**src/brt_pkg.sv**
```systemverilog
`default_nettype none
package brt_pkg;

  localparam int CELLS    = 36;
  localparam int HALF     = 18;
  localparam int CTL_W    = 8;
  localparam int OP_W     = 3;
  localparam int SYNC_W   = 42;

  // Opcode encodings
  localparam logic [1:0] OP_LOW_TOGGLE = 2'h0;
  localparam logic [1:0] OP_LOW_GEN36  = 2'h1;
  localparam logic [1:0] OP_LOW_PSA36  = 2'h2;
  localparam logic [2:0] OP_COMB_GEN   = 3'h3;
  localparam logic [2:0] OP_COMB_CNT   = 3'h7;

  typedef enum {
    BRT_SAMPLE_AND_TOGGLE,
    BRT_PATTERN_GENERATION,
    BRT_SIGNATURE_COMPRESSION,
    BRT_COMBINED_COMPRESS_GENERATE,
    BRT_COMBINED_COMPRESS_COUNT
  } brt_mode_e;

  // Feedback taps: x^36+x^25+1 and x^18+x^11+1
  localparam int TAP36_HI = 35;
  localparam int TAP36_LO = 24;
  localparam int TAP18_HI = 17;
  localparam int TAP18_LO = 10;

  // Direction enables inside the control cells (chain bits 43..40)
  localparam int B1A = 7;
  localparam int B1B = 6;
  localparam int B2A = 5;
  localparam int B2B = 4;

  // Register map
  localparam int         ADDR_W        = 8;
  localparam logic [7:0] REG_CTRL      = 8'h00;
  localparam logic [7:0] REG_STATUS    = 8'h04;
  localparam logic [7:0] REG_SHIFT_LO  = 8'h08;
  localparam logic [7:0] REG_SHIFT_HI  = 8'h0c;
  localparam logic [7:0] REG_CTLCELL   = 8'h10;
  localparam logic [7:0] REG_SHADOW_LO = 8'h14;
  localparam logic [7:0] REG_SHADOW_HI = 8'h18;

  localparam int ST_RUNNING = 0;
  localparam int ST_DIR_OK  = 1;
  localparam int ST_A_TO_B  = 2;
  localparam int ST_BYPASS  = 3;

  localparam logic [1:0] RESP_OKAY   = 2'h0;
  localparam logic [1:0] RESP_SLVERR = 2'h2;

endpackage
`default_nettype wire

```
**src/brt_sync.sv**
```systemverilog
`timescale 1ns/1ps
`default_nettype none
module brt_sync
  import brt_pkg::*;
#(
  parameter int WIDTH = SYNC_W
) (
  input  wire logic             aclk,
  input  wire logic             aresetn,
  input  wire logic [WIDTH-1:0] async_in,
  output logic      [WIDTH-1:0] sync_out
);

  logic [WIDTH-1:0] meta_r;
  logic [WIDTH-1:0] meta_nxt;
  logic [WIDTH-1:0] sync_r;
  logic [WIDTH-1:0] sync_nxt;

  genvar g;
  generate
    for (g = 0; g < WIDTH; g++) begin : g_bit
      always_comb begin
        meta_nxt[g] = async_in[g];
        sync_nxt[g] = meta_r[g];
      end
    end
  endgenerate

  always_ff @(posedge aclk) begin
    if (!aresetn) begin
      meta_r <= '0;
      sync_r <= '0;
    end else begin
      meta_r <= meta_nxt;
      sync_r <= sync_nxt;
    end
  end

  assign sync_out = sync_r;

endmodule
`default_nettype wire

```
**src/brt_engine.sv**
```systemverilog
// Design decisions made here: the address map and the AXI4-Lite register port.
`timescale 1ns/1ps
`default_nettype none
module brt_engine
  import brt_pkg::*;
(
  input  wire logic              aclk,
  input  wire logic              aresetn,
  input  wire logic [ADDR_W-1:0] s_axi_awaddr,
  input  wire logic              s_axi_awvalid,
  output logic                   s_axi_awready,
  input  wire logic [31:0]       s_axi_wdata,
  input  wire logic [3:0]        s_axi_wstrb,
  input  wire logic              s_axi_wvalid,
  output logic                   s_axi_wready,
  output logic [1:0]             s_axi_bresp,
  output logic                   s_axi_bvalid,
  input  wire logic              s_axi_bready,
  input  wire logic [ADDR_W-1:0] s_axi_araddr,
  input  wire logic              s_axi_arvalid,
  output logic                   s_axi_arready,
  output logic [31:0]            s_axi_rdata,
  output logic [1:0]             s_axi_rresp,
  output logic                   s_axi_rvalid,
  input  wire logic              s_axi_rready,
  input  wire logic              tck,
  input  wire logic              tdi,
  output logic                   tdo,
  output logic                   tdo_oe,
  input  wire logic              tap_run_test_idle,
  input  wire logic              run_selected_test,
  input  wire logic              tap_capture_dr,
  input  wire logic              tap_shift_dr,
  input  wire logic [HALF-1:0]   a_pin_in,
  output logic      [HALF-1:0]   a_pin_out,
  output logic      [1:0]        a_pin_oe,
  input  wire logic [HALF-1:0]   b_pin_in,
  output logic      [HALF-1:0]   b_pin_out,
  output logic      [1:0]        b_pin_oe
);

  function automatic logic [31:0] apply_strb(input logic [31:0] old_v,
                                             input logic [31:0] new_v,
                                             input logic [3:0]  strb);
    logic [31:0] res;
    res = old_v;
    for (int i = 0; i < 4; i++) begin
      if (strb[i]) begin
        res[i*8 +: 8] = new_v[i*8 +: 8];
      end
    end
    return res;
  endfunction

  function automatic logic addr_known(input logic [ADDR_W-1:0] addr);
    logic hit;
    if (addr == REG_CTRL) begin
      hit = 1'b1;
    end else if (addr == REG_STATUS || addr == REG_SHIFT_LO || addr == REG_SHIFT_HI) begin
      hit = 1'b1;
    end else if (addr == REG_CTLCELL || addr == REG_SHADOW_LO || addr == REG_SHADOW_HI) begin
      hit = 1'b1;
    end else begin
      hit = 1'b0;
    end
    return hit;
  endfunction

  function automatic logic [CELLS-1:0] lfsr36(input logic [CELLS-1:0] v);
    return {v[CELLS-2:0], v[TAP36_HI] ^ v[TAP36_LO]};
  endfunction

  function automatic logic [HALF-1:0] lfsr18(input logic [HALF-1:0] v);
    return {v[HALF-2:0], v[TAP18_HI] ^ v[TAP18_LO]};
  endfunction

  // Pin and TAP inputs, synchronised
  logic [SYNC_W-1:0] sync_s;
  logic              tck_s;
  logic              tdi_s;
  logic              idle_s;
  logic              runsel_s;
  logic              cap_s;
  logic              shdr_s;
  logic [HALF-1:0]   a_in_s;
  logic [HALF-1:0]   b_in_s;

  brt_sync #(.WIDTH(SYNC_W)) u_sync (
    .aclk     (aclk),
    .aresetn  (aresetn),
    .async_in ({tck, tdi, tap_run_test_idle, run_selected_test,
                tap_capture_dr, tap_shift_dr, a_pin_in, b_pin_in}),
    .sync_out (sync_s)
  );

  assign {tck_s, tdi_s, idle_s, runsel_s, cap_s, shdr_s, a_in_s, b_in_s} = sync_s;

  // AXI write side
  logic              awready_r, awready_nxt;
  logic              wready_r, wready_nxt;
  logic              aw_have_r, aw_have_nxt;
  logic              w_have_r, w_have_nxt;
  logic [ADDR_W-1:0] awaddr_r, awaddr_nxt;
  logic [31:0]       wdata_r, wdata_nxt;
  logic [3:0]        wstrb_r, wstrb_nxt;
  logic              bvalid_r, bvalid_nxt;
  logic [1:0]        bresp_r, bresp_nxt;
  logic              wr_fire;

  assign wr_fire = aw_have_r && w_have_r && !bvalid_r;

  always_comb begin
    aw_have_nxt = aw_have_r;
    awaddr_nxt  = awaddr_r;
    w_have_nxt  = w_have_r;
    wdata_nxt   = wdata_r;
    wstrb_nxt   = wstrb_r;
    bvalid_nxt  = bvalid_r;
    bresp_nxt   = bresp_r;
    if (s_axi_awvalid && awready_r) begin
      aw_have_nxt = 1'b1;
      awaddr_nxt  = s_axi_awaddr;
    end
    if (s_axi_wvalid && wready_r) begin
      w_have_nxt = 1'b1;
      wdata_nxt  = s_axi_wdata;
      wstrb_nxt  = s_axi_wstrb;
    end
    if (bvalid_r && s_axi_bready) begin
      bvalid_nxt = 1'b0;
    end
    if (wr_fire) begin
      aw_have_nxt = 1'b0;
      w_have_nxt  = 1'b0;
      bvalid_nxt  = 1'b1;
      bresp_nxt   = addr_known(awaddr_r) ? RESP_OKAY : RESP_SLVERR;
    end
    awready_nxt = !aw_have_nxt;
    wready_nxt  = !w_have_nxt;
  end

  always_ff @(posedge aclk) begin
    if (!aresetn) begin
      awready_r <= 1'b0;
      wready_r  <= 1'b0;
      aw_have_r <= 1'b0;
      w_have_r  <= 1'b0;
      awaddr_r  <= '0;
      wdata_r   <= '0;
      wstrb_r   <= '0;
      bvalid_r  <= 1'b0;
      bresp_r   <= RESP_OKAY;
    end else begin
      awready_r <= awready_nxt;
      wready_r  <= wready_nxt;
      aw_have_r <= aw_have_nxt;
      w_have_r  <= w_have_nxt;
      awaddr_r  <= awaddr_nxt;
      wdata_r   <= wdata_nxt;
      wstrb_r   <= wstrb_nxt;
      bvalid_r  <= bvalid_nxt;
      bresp_r   <= bresp_nxt;
    end
  end

  // Engine state
  logic [OP_W-1:0]  opcode_r, opcode_nxt;
  logic [CELLS-1:0] shift_r, shift_nxt;
  logic [CELLS-1:0] shadow_r, shadow_nxt;
  logic [CTL_W-1:0] ctl_r, ctl_nxt;
  logic             tck_d_r;
  logic             bypass_r, bypass_nxt;
  logic             tdo_r, tdo_nxt;
  logic             tdo_oe_r, tdo_oe_nxt;
  logic [1:0]       a_oe_r, a_oe_nxt;
  logic [1:0]       b_oe_r, b_oe_nxt;
  logic [HALF-1:0]  a_out_r, b_out_r;

  brt_mode_e        mode;
  logic             tck_rise, tck_fall;
  logic             dir_ok, a_to_b, running;
  logic [HALF-1:0]  in_pins, in_cur, out_cur, in_n, out_n;
  logic [CELLS-1:0] step36;
  logic [31:0]      wr_word;

  assign tck_rise = tck_s && !tck_d_r;
  assign tck_fall = !tck_s && tck_d_r;

  always_comb begin
    case (opcode_r[1:0])
      OP_LOW_TOGGLE: mode = BRT_SAMPLE_AND_TOGGLE;
      OP_LOW_GEN36:  mode = BRT_PATTERN_GENERATION;
      OP_LOW_PSA36:  mode = BRT_SIGNATURE_COMPRESSION;
      default:       mode = (opcode_r == OP_COMB_CNT) ? BRT_COMBINED_COMPRESS_COUNT
                                                      : BRT_COMBINED_COMPRESS_GENERATE;
    endcase
  end

  assign dir_ok  = (ctl_r[B1A] != ctl_r[B1B]) && (ctl_r[B2A] != ctl_r[B2B])
                && (ctl_r[B1A] == ctl_r[B2A]) && (ctl_r[B1B] == ctl_r[B2B]);
  assign a_to_b  = ctl_r[B1B];
  assign running = runsel_s && idle_s && dir_ok;

  always_comb begin
    // Input-mode cells first, output-mode cells second
    in_pins = a_to_b ? a_in_s : b_in_s;
    in_cur  = a_to_b ? shift_r[CELLS-1:HALF] : shift_r[HALF-1:0];
    out_cur = a_to_b ? shift_r[HALF-1:0] : shift_r[CELLS-1:HALF];
    step36  = lfsr36({in_cur, out_cur});
    in_n    = in_cur;
    out_n   = out_cur;
    case (mode)
      BRT_SAMPLE_AND_TOGGLE: begin
        in_n  = in_pins;
        out_n = ~out_cur;
      end
      BRT_PATTERN_GENERATION: begin
        {in_n, out_n} = step36;
      end
      BRT_SIGNATURE_COMPRESSION: begin
        {in_n, out_n} = step36 ^ {in_pins, {HALF{1'b0}}};
      end
      BRT_COMBINED_COMPRESS_GENERATE: begin
        in_n  = lfsr18(in_cur) ^ in_pins;
        out_n = lfsr18(out_cur);
      end
      default: begin
        in_n  = lfsr18(in_cur) ^ in_pins;
        out_n = out_cur + 1'b1;
      end
    endcase
  end

  always_comb begin
    opcode_nxt = opcode_r;
    shift_nxt  = shift_r;
    shadow_nxt = shadow_r;
    ctl_nxt    = ctl_r;
    wr_word    = '0;
    if (wr_fire && !running) begin
      if (awaddr_r == REG_CTRL) begin
        wr_word    = apply_strb({{(32-OP_W){1'b0}}, opcode_r}, wdata_r, wstrb_r);
        opcode_nxt = wr_word[OP_W-1:0];
      end else if (awaddr_r == REG_SHIFT_LO) begin
        wr_word    = apply_strb(shift_r[31:0], wdata_r, wstrb_r);
        shift_nxt[31:0] = wr_word;
      end else if (awaddr_r == REG_SHIFT_HI) begin
        wr_word    = apply_strb({28'h0, shift_r[CELLS-1:32]}, wdata_r, wstrb_r);
        shift_nxt[CELLS-1:32] = wr_word[CELLS-33:0];
      end else if (awaddr_r == REG_CTLCELL) begin
        wr_word    = apply_strb({24'h0, ctl_r}, wdata_r, wstrb_r);
        ctl_nxt    = wr_word[CTL_W-1:0];
      end
    end
    // Control cells are never touched by the engine
    if (running && tck_rise) begin
      shift_nxt = a_to_b ? {in_n, out_n} : {out_n, in_n};
    end
    if (running && tck_fall && mode != BRT_SIGNATURE_COMPRESSION) begin
      if (a_to_b) begin
        shadow_nxt[HALF-1:0] = shift_r[HALF-1:0];
      end else begin
        shadow_nxt[CELLS-1:HALF] = shift_r[CELLS-1:HALF];
      end
    end
  end

  always_comb begin
    bypass_nxt = bypass_r;
    tdo_nxt    = tdo_r;
    tdo_oe_nxt = tdo_oe_r;
    if (runsel_s && tck_rise) begin
      if (cap_s) begin
        bypass_nxt = 1'b0;
      end else if (shdr_s) begin
        bypass_nxt = tdi_s;
      end
    end
    if (tck_fall) begin
      tdo_nxt    = bypass_r;
      tdo_oe_nxt = runsel_s && shdr_s;
    end
    a_oe_nxt = {ctl_r[B2A], ctl_r[B1A]};
    b_oe_nxt = {ctl_r[B2B], ctl_r[B1B]};
  end

  always_ff @(posedge aclk) begin
    if (!aresetn) begin
      opcode_r <= '0;
      shift_r  <= '0;
      shadow_r <= '0;
      ctl_r    <= '0;
      tck_d_r  <= 1'b0;
      bypass_r <= 1'b0;
      tdo_r    <= 1'b0;
      tdo_oe_r <= 1'b0;
      a_oe_r   <= '0;
      b_oe_r   <= '0;
      a_out_r  <= '0;
      b_out_r  <= '0;
    end else begin
      opcode_r <= opcode_nxt;
      shift_r  <= shift_nxt;
      shadow_r <= shadow_nxt;
      ctl_r    <= ctl_nxt;
      tck_d_r  <= tck_s;
      bypass_r <= bypass_nxt;
      tdo_r    <= tdo_nxt;
      tdo_oe_r <= tdo_oe_nxt;
      a_oe_r   <= a_oe_nxt;
      b_oe_r   <= b_oe_nxt;
      a_out_r  <= shadow_nxt[CELLS-1:HALF];
      b_out_r  <= shadow_nxt[HALF-1:0];
    end
  end

  // AXI read side
  logic        arready_r, arready_nxt;
  logic        rvalid_r, rvalid_nxt;
  logic [31:0] rdata_r, rdata_nxt;
  logic [1:0]  rresp_r, rresp_nxt;
  logic [31:0] rd_word;

  always_comb begin
    if (s_axi_araddr == REG_CTRL) begin
      rd_word = {{(32-OP_W){1'b0}}, opcode_r};
    end else if (s_axi_araddr == REG_STATUS) begin
      rd_word = '0;
      rd_word[ST_RUNNING] = running;
      rd_word[ST_DIR_OK]  = dir_ok;
      rd_word[ST_A_TO_B]  = a_to_b;
      rd_word[ST_BYPASS]  = bypass_r;
    end else if (s_axi_araddr == REG_SHIFT_LO) begin
      rd_word = shift_r[31:0];
    end else if (s_axi_araddr == REG_SHIFT_HI) begin
      rd_word = {28'h0, shift_r[CELLS-1:32]};
    end else if (s_axi_araddr == REG_CTLCELL) begin
      rd_word = {24'h0, ctl_r};
    end else if (s_axi_araddr == REG_SHADOW_LO) begin
      rd_word = shadow_r[31:0];
    end else if (s_axi_araddr == REG_SHADOW_HI) begin
      rd_word = {28'h0, shadow_r[CELLS-1:32]};
    end else begin
      rd_word = '0;
    end
  end

  always_comb begin
    rvalid_nxt = rvalid_r;
    rdata_nxt  = rdata_r;
    rresp_nxt  = rresp_r;
    if (rvalid_r && s_axi_rready) begin
      rvalid_nxt = 1'b0;
    end
    if (s_axi_arvalid && arready_r) begin
      rvalid_nxt = 1'b1;
      rdata_nxt  = rd_word;
      rresp_nxt  = addr_known(s_axi_araddr) ? RESP_OKAY : RESP_SLVERR;
    end
    arready_nxt = !rvalid_nxt;
  end

  always_ff @(posedge aclk) begin
    if (!aresetn) begin
      arready_r <= 1'b0;
      rvalid_r  <= 1'b0;
      rdata_r   <= '0;
      rresp_r   <= RESP_OKAY;
    end else begin
      arready_r <= arready_nxt;
      rvalid_r  <= rvalid_nxt;
      rdata_r   <= rdata_nxt;
      rresp_r   <= rresp_nxt;
    end
  end

  assign s_axi_awready = awready_r;
  assign s_axi_wready  = wready_r;
  assign s_axi_bvalid  = bvalid_r;
  assign s_axi_bresp   = bresp_r;
  assign s_axi_arready = arready_r;
  assign s_axi_rvalid  = rvalid_r;
  assign s_axi_rdata   = rdata_r;
  assign s_axi_rresp   = rresp_r;
  assign tdo           = tdo_r;
  assign tdo_oe        = tdo_oe_r;
  assign a_pin_out     = a_out_r;
  assign b_pin_out     = b_out_r;
  assign a_pin_oe      = a_oe_r;
  assign b_pin_oe      = b_oe_r;

endmodule
`default_nettype wire

```
**config.mk**
```make
export PLATFORM = sky130hd
export DESIGN_NAME = brt_engine
export DESIGN_NICKNAME = d
export VERILOG_FILES = /design/src/brt_pkg.sv /design/src/brt_sync.sv /design/src/brt_engine.sv
export SDC_FILE = /design/constraint.sdc
export NUM_CORES = 1
export LEC_CHECK = 0
export BUFFER_PORTS_ARGS = -buffer_cell sky130_fd_sc_hd__buf_2
export CAP_MARGIN = 20
export CELL_PAD_IN_SITES_DETAIL_PLACEMENT = 1
export CELL_PAD_IN_SITES_GLOBAL_PLACEMENT = 1
export CORE_UTILIZATION = 47
export CTS_CLUSTER_SIZE = 8
export DETAILED_ROUTE_END_ITERATION = 16
export PLACE_DENSITY = 0.93
export SYNTH_ARGS = -nofsm -noshare
export SYNTH_HDL_FRONTEND = slang
export SYNTH_SLANG_ARGS = --single-unit
```
**constraint.sdc**
```tcl
create_clock -name aclk -period 5.35 [get_ports aclk]
set_input_delay 0.2675 -clock aclk [delete_from_list [all_inputs] [get_ports aclk]]
set_output_delay 0.2675 -clock aclk [all_outputs]
set_load 0.005 [all_outputs]
```
# Word-level counts from Yosys, hierarchy flattened

Index checks and enable logic that the tools add are counted.
Widths: inputs -> output; s select.

Bits in registers: 298
Output and inout bits: 83
Word-level logic and storage cells: 171
Input port bits: 101

Bitwise gates (word level): 9
Reduce and logical (&&, ||, !) cells: 56
Mux-type cells: 49
Add/subtract/negate cells: 1
Equal/unequal tests: 25

Operators with widths:

| kind                  | count |
|---|---|
| $mux 32               | 7 |
| $mux 36               | 5 |
| $mux 18               | 5 |
| $pmux 18 s4           | 1 |
| $eq 32x2->1 const B   | 2 |
| $pmux 18 s3           | 1 |
| $eq 8x5->1 const B    | 6 |
| $xor 36x36->36        | 1 |
| $eq 32x1->1 const B   | 1 |
| $eq 8x4->1 const B    | 4 |
| $logic_not 32->1      | 1 |
| $mux 8                | 4 |
| $ne 32x3->1 const B   | 1 |
| $logic_and 1x1->1     | 20 |
| $add 18x1->18 const B | 1 |
| $mux 1                | 18 |
| $not 18->18           | 1 |
| $reduce_bool 2->1     | 9 |
| $xor 18x18->18        | 1 |
| $eq 8x3->1 const B    | 2 |
| $logic_not 8->1       | 2 |
| $mux 4                | 4 |
| $reduce_and 4->1      | 4 |
| $pmux 3 s3            | 1 |
| other kinds (17)      | 38 |

# Logic depth before layout (Yosys ltp)

Depth in word-level cells: 9
Gate-level depth with buffers: 11
Gate-level depth less buffers: 9

# Cells and area by module

Synthesis repeated with hierarchy kept, for this count alone.

Cell total of the unflattened synthesis: 1,379
Area, all modules: 12,414.4 um2

By module, submodules not included:

| module     | instances | seq. area each (um2) | area an instance (um2) | cells an instance |
|---|---|---|---|---|
| brt_engine | 1         | 3,523.4              | 10,118.5               | 1,202 |
| brt_sync   | 1         | 1,681.6              | 2,296.0                | 177 |

# Least setup slack after synthesis

No wires, ideal clock.

Path type: register to register
Start point: register ctl_r[6]
End point: register shift_r[8]
Buffers on the path: 2
Setup time: 0.086 ns
Cell stages (with the launch flop): 12
Setup slack: 3.130 ns
Period minus slack after synthesis: 2.220 ns
Arrival: 2.134 ns
Required time: 5.264 ns
Cell sequence: dfxtp_1 -> buf_2 -> buf_4 -> mux2i_1 -> inv_1 -> ha_1 -> nand4_1 -> a22oi_2 -> nand2_1 -> a221oi_1 -> a21oi_1 -> a211oi_1

Word-level cells in the longest chain between the ends: 9
Elaborated cells on any way between the ends: 25
Those cells by class: add/sub: 1; eq/ne: 3; mux: 7; bitwise: 3; reduce/logical: 11

RTL lines:

| element                                                               | line              | source |
|---|---|---|
| from (decl)                                                           | brt_engine.sv:170 | `logic [CTL_W-1:0] ctl_r, ctl_nxt;` |
| from (signal assigned)                                                | brt_engine.sv:305 | `ctl_r <= ctl_nxt;` |
| parallel branches: the longest is 9 deep, another holds $add 18x1->18 | --                |  |
| to (signal assigned)                                                  | brt_engine.sv:303 | `shift_r <= shift_nxt;` |
| to (decl)                                                             | brt_engine.sv:168 | `logic [CELLS-1:0] shift_r, shift_nxt;` |

Parallel ways; which one is timed is not known.
A chain may end at the register's enable or synchronous reset.

# Worst setup path in the final report

Start point: register ctl_r[6]
End point: register shift_r[26]

Same word-level chain as after synthesis.

==> flow_metrics.env <==
export IMPL_status="finished with violations"
export IMPL_violations="hold timing"
export IMPL_vias=11968
export IMPL_cts_root_buf="clkbuf_16"
export IMPL_fmax_mhz=307
export IMPL_ir_drop_mv=0.211
export IMPL_place_gp_congestion=0.997
export IMPL_viasPerCell=6.38
export IMPL_grt_overflow=0
export IMPL_rsz0062_at_grt="false"
export IMPL_cts_resized=0
export IMPL_top_usage_layer="met2"
export IMPL_met2_usage_pct=56.6
export IMPL_ys_ff_latch=260
export IMPL_synth_area_per_cell_um2=8.89
export IMPL_cts_buffers=38
export IMPL_postCtsHoldBufs=40
export IMPL_cp_data_arrival_time_ns=3.63
export IMPL_grt_pass1_vias=12365
export IMPL_antenna_found_initial=0
export IMPL_place_ws_ns=2.36
export IMPL_ys_warn_count=0
export IMPL_drtIter0Drc=1390
export IMPL_drv_cap=0
export IMPL_path_max_fanout=63
export IMPL_synthFlopType="dfxtp_1"
export IMPL_slew_limit_headroom_pct=31.8
export IMPL_h_tree_depth=2
export IMPL_coreArea_um2=25400
export IMPL_met1_usage_pct=41.3
export IMPL_async_flop_share_pct=0
export IMPL_clkSlewWorstSetupHoldPaths_ns=0.06
export IMPL_crit_type="register to register"
export IMPL_post_route_cell_area_um2=14700
export IMPL_setup_tns_ns=0
export IMPL_postCtsSetupRepairBufs=0
export IMPL_syn_inst=1377
export IMPL_seq_area_frac_synth_pct=42.5
export IMPL_firstDrtPassIters=6
export IMPL_fin_nets=1650
export IMPL_drc_errors=0
export IMPL_grt_usage_pct=34.9
export IMPL_syn_to_final_growth_pct=20.2
export IMPL_die_x_um=163
export IMPL_core_rowCount=58
export IMPL_die_h_um=163
export IMPL_pin_count=184
export IMPL_slew_violations=0
export IMPL_end_kind="register"
export IMPL_yosysTopAreaCell="dfxtp_1"
export IMPL_synth_edf_count=0
export IMPL_drive_above_1_share_pct=17.2
export IMPL_netlist_area_um2=12200
export IMPL_cellPowerDensity_nw_per_um2=305
export IMPL_dieArea_um2=26700
export IMPL_grt_pass1_wl_um=71100
export IMPL_start_util_pct=48.2
export IMPL_cts_tree="built"
export IMPL_ys_types=78
export IMPL_diodes=0
export IMPL_finalCritPeriodShare_pct=61.0
export IMPL_cts_path_max_buffers=3
export IMPL_yosysMostFrequentCell="dfxtp_1"
export IMPL_period_minus_slack_ns=3.26
export IMPL_synthTopCellsByCount="dfxtp_1 (260), nand2_1 (146), mux2i_1 (105)"
export IMPL_place_port_buffers=181
export IMPL_ant_nets=0
export IMPL_synthTopCellsByArea="dfxtp_1 (43%), mux2i_1 (8.6%), and2_1 (4.9%)"
export IMPL_start_kind="register"
export IMPL_synth_top_area_share_pct=42.5
export IMPL_hold_path_class="input port to register"
export IMPL_wl_per_cell_um=25.0
export IMPL_tightest_slew_ns=1.02
export IMPL_use_met3_pct=9.19
export IMPL_cp_required_ns=5.72
export IMPL_finalWirelength_um=46900
export IMPL_worstSkewPairLatency_ns=0.53
export IMPL_whs_ns=-0.0108
export IMPL_power_total_mw=4.48
export IMPL_dp_hpwl_um=29400
export IMPL_grt_max_degree=92
export IMPL_setup_viol=0
export IMPL_dpl_cell_area_um2=13300
export IMPL_clock_sinks=260
export IMPL_clock_skew_ns=0.0254
export IMPL_setup_ws_ns=2.09
export IMPL_power_leakage_nw=5.98
export IMPL_finalHoldViolCount=1
## power breakdown
group | leakage, nW | internal (mW) | total, mW | switching (mW)
Clock | 0.495 | 1.29 | 2.15 | 0.858
Combinational | 3.36 | 0.132 | 0.280 | 0.148
Sequential | 2.12 | 2.01 | 2.05 | 0.0441
## stage by stage
stage / instances / hold WS [ns] / util, %
2_1_floorplan: 1378 / 0.395 / -
3_3_place_gp: 1787 / 0.407 / 52.0
3_5_place_dp: 1790 / 0.420 / 52.2
4_1_cts: 1873 / 0.00367 / 57.7
5_1_grt: 1875 / 0.00656 / 57.9
6_report: 1875 / -0.0108 / 57.9
## worst max-delay path, stage by stage, from the launching register on
cell	delay, ns
dfxtp_4	0.53
buf_4	0.64
nand3_1	0.26
a22oi_2	0.58
nand2_1	0.11
a221oi_1	0.30
a21oi_1	0.15
o221ai_1	0.52
## routing by layer
layer  share of wire, %  vias to the layer above
met5                  0                        -
met4                5.9                        0
met3                9.7                      218
met2                 46                      757
met1                 38                     5785
li1                   -                     5208
## cells in the final DEF, fill, tap and decap left out, drive strengths merged, types with 15 or more instances in the layout
master       count
buf            197
nand3           39
mux2            20
mux2i          105
dlygate4sd3     40
a221oi          32
nor2            70
clkbuf          44
dfxtp          260
and2            95
a21oi           64
o21ai           62
nor2b           55
nand2          147
nor3b           25
a211oi          15
a21boi          39
nor3            21
## path summary, 6_finish.rpt
kind / startpoint / end / slack [ns] / cells after the start
setup / recovery: ctl_r[6]$_SDFFE_PN0P_ / shift_r[26]$_SDFFE_PN0P_ / 2.09 / 7
hold / removal: a_pin_in[9] / u_sync.meta_r[27]$_SDFF_PN0_ / -0.01 / 2
setup reg to reg: ctl_r[6]$_SDFFE_PN0P_ / shift_r[26]$_SDFFE_PN0P_ / 2.09 / 7
hold reg to reg: u_sync.meta_r[19]$_SDFF_PN0_ / u_sync.sync_out[19]$_SDFF_PN0_ / 0.43 / 1
## cell type report
class	count	area (µm²)
sequential	260	5210
clock buffer	42	997
multi-input combinational	991	6520
timing repair buffer	239	1520
inverter	12	45.0
tap	330	413
fill	2929	10700
clock inverter	1	8.76
## kinds of logic (layout without fill, tap and decap cells)
logic type	after synthesis	count (layout)	synth area share [%]
simple gates	510	510	21.9
compound gates	323	323	18.3
flops	260	260	42.5
buf+inv	127	294	4.35
mux	125	125	10.5
xor+xnor	24	24	1.72
fa+ha+maj	7	7	0.715
other cells	1	2	0.0306
## registers in the layout, summed over array words and instances (netlist names), 2 cells and up
name and count:
s_axi_rdata 32, ctl_r 8, shadow_r 36, u_sync.sync_out 42, awaddr_r 8, opcode_r 3, u_sync.meta_r 42, wdata_r 32
a_pin_oe 2, wstrb_r 4, b_pin_oe 2, shift_r 36
Note: power is estimated with default switching activity, not from simulation.
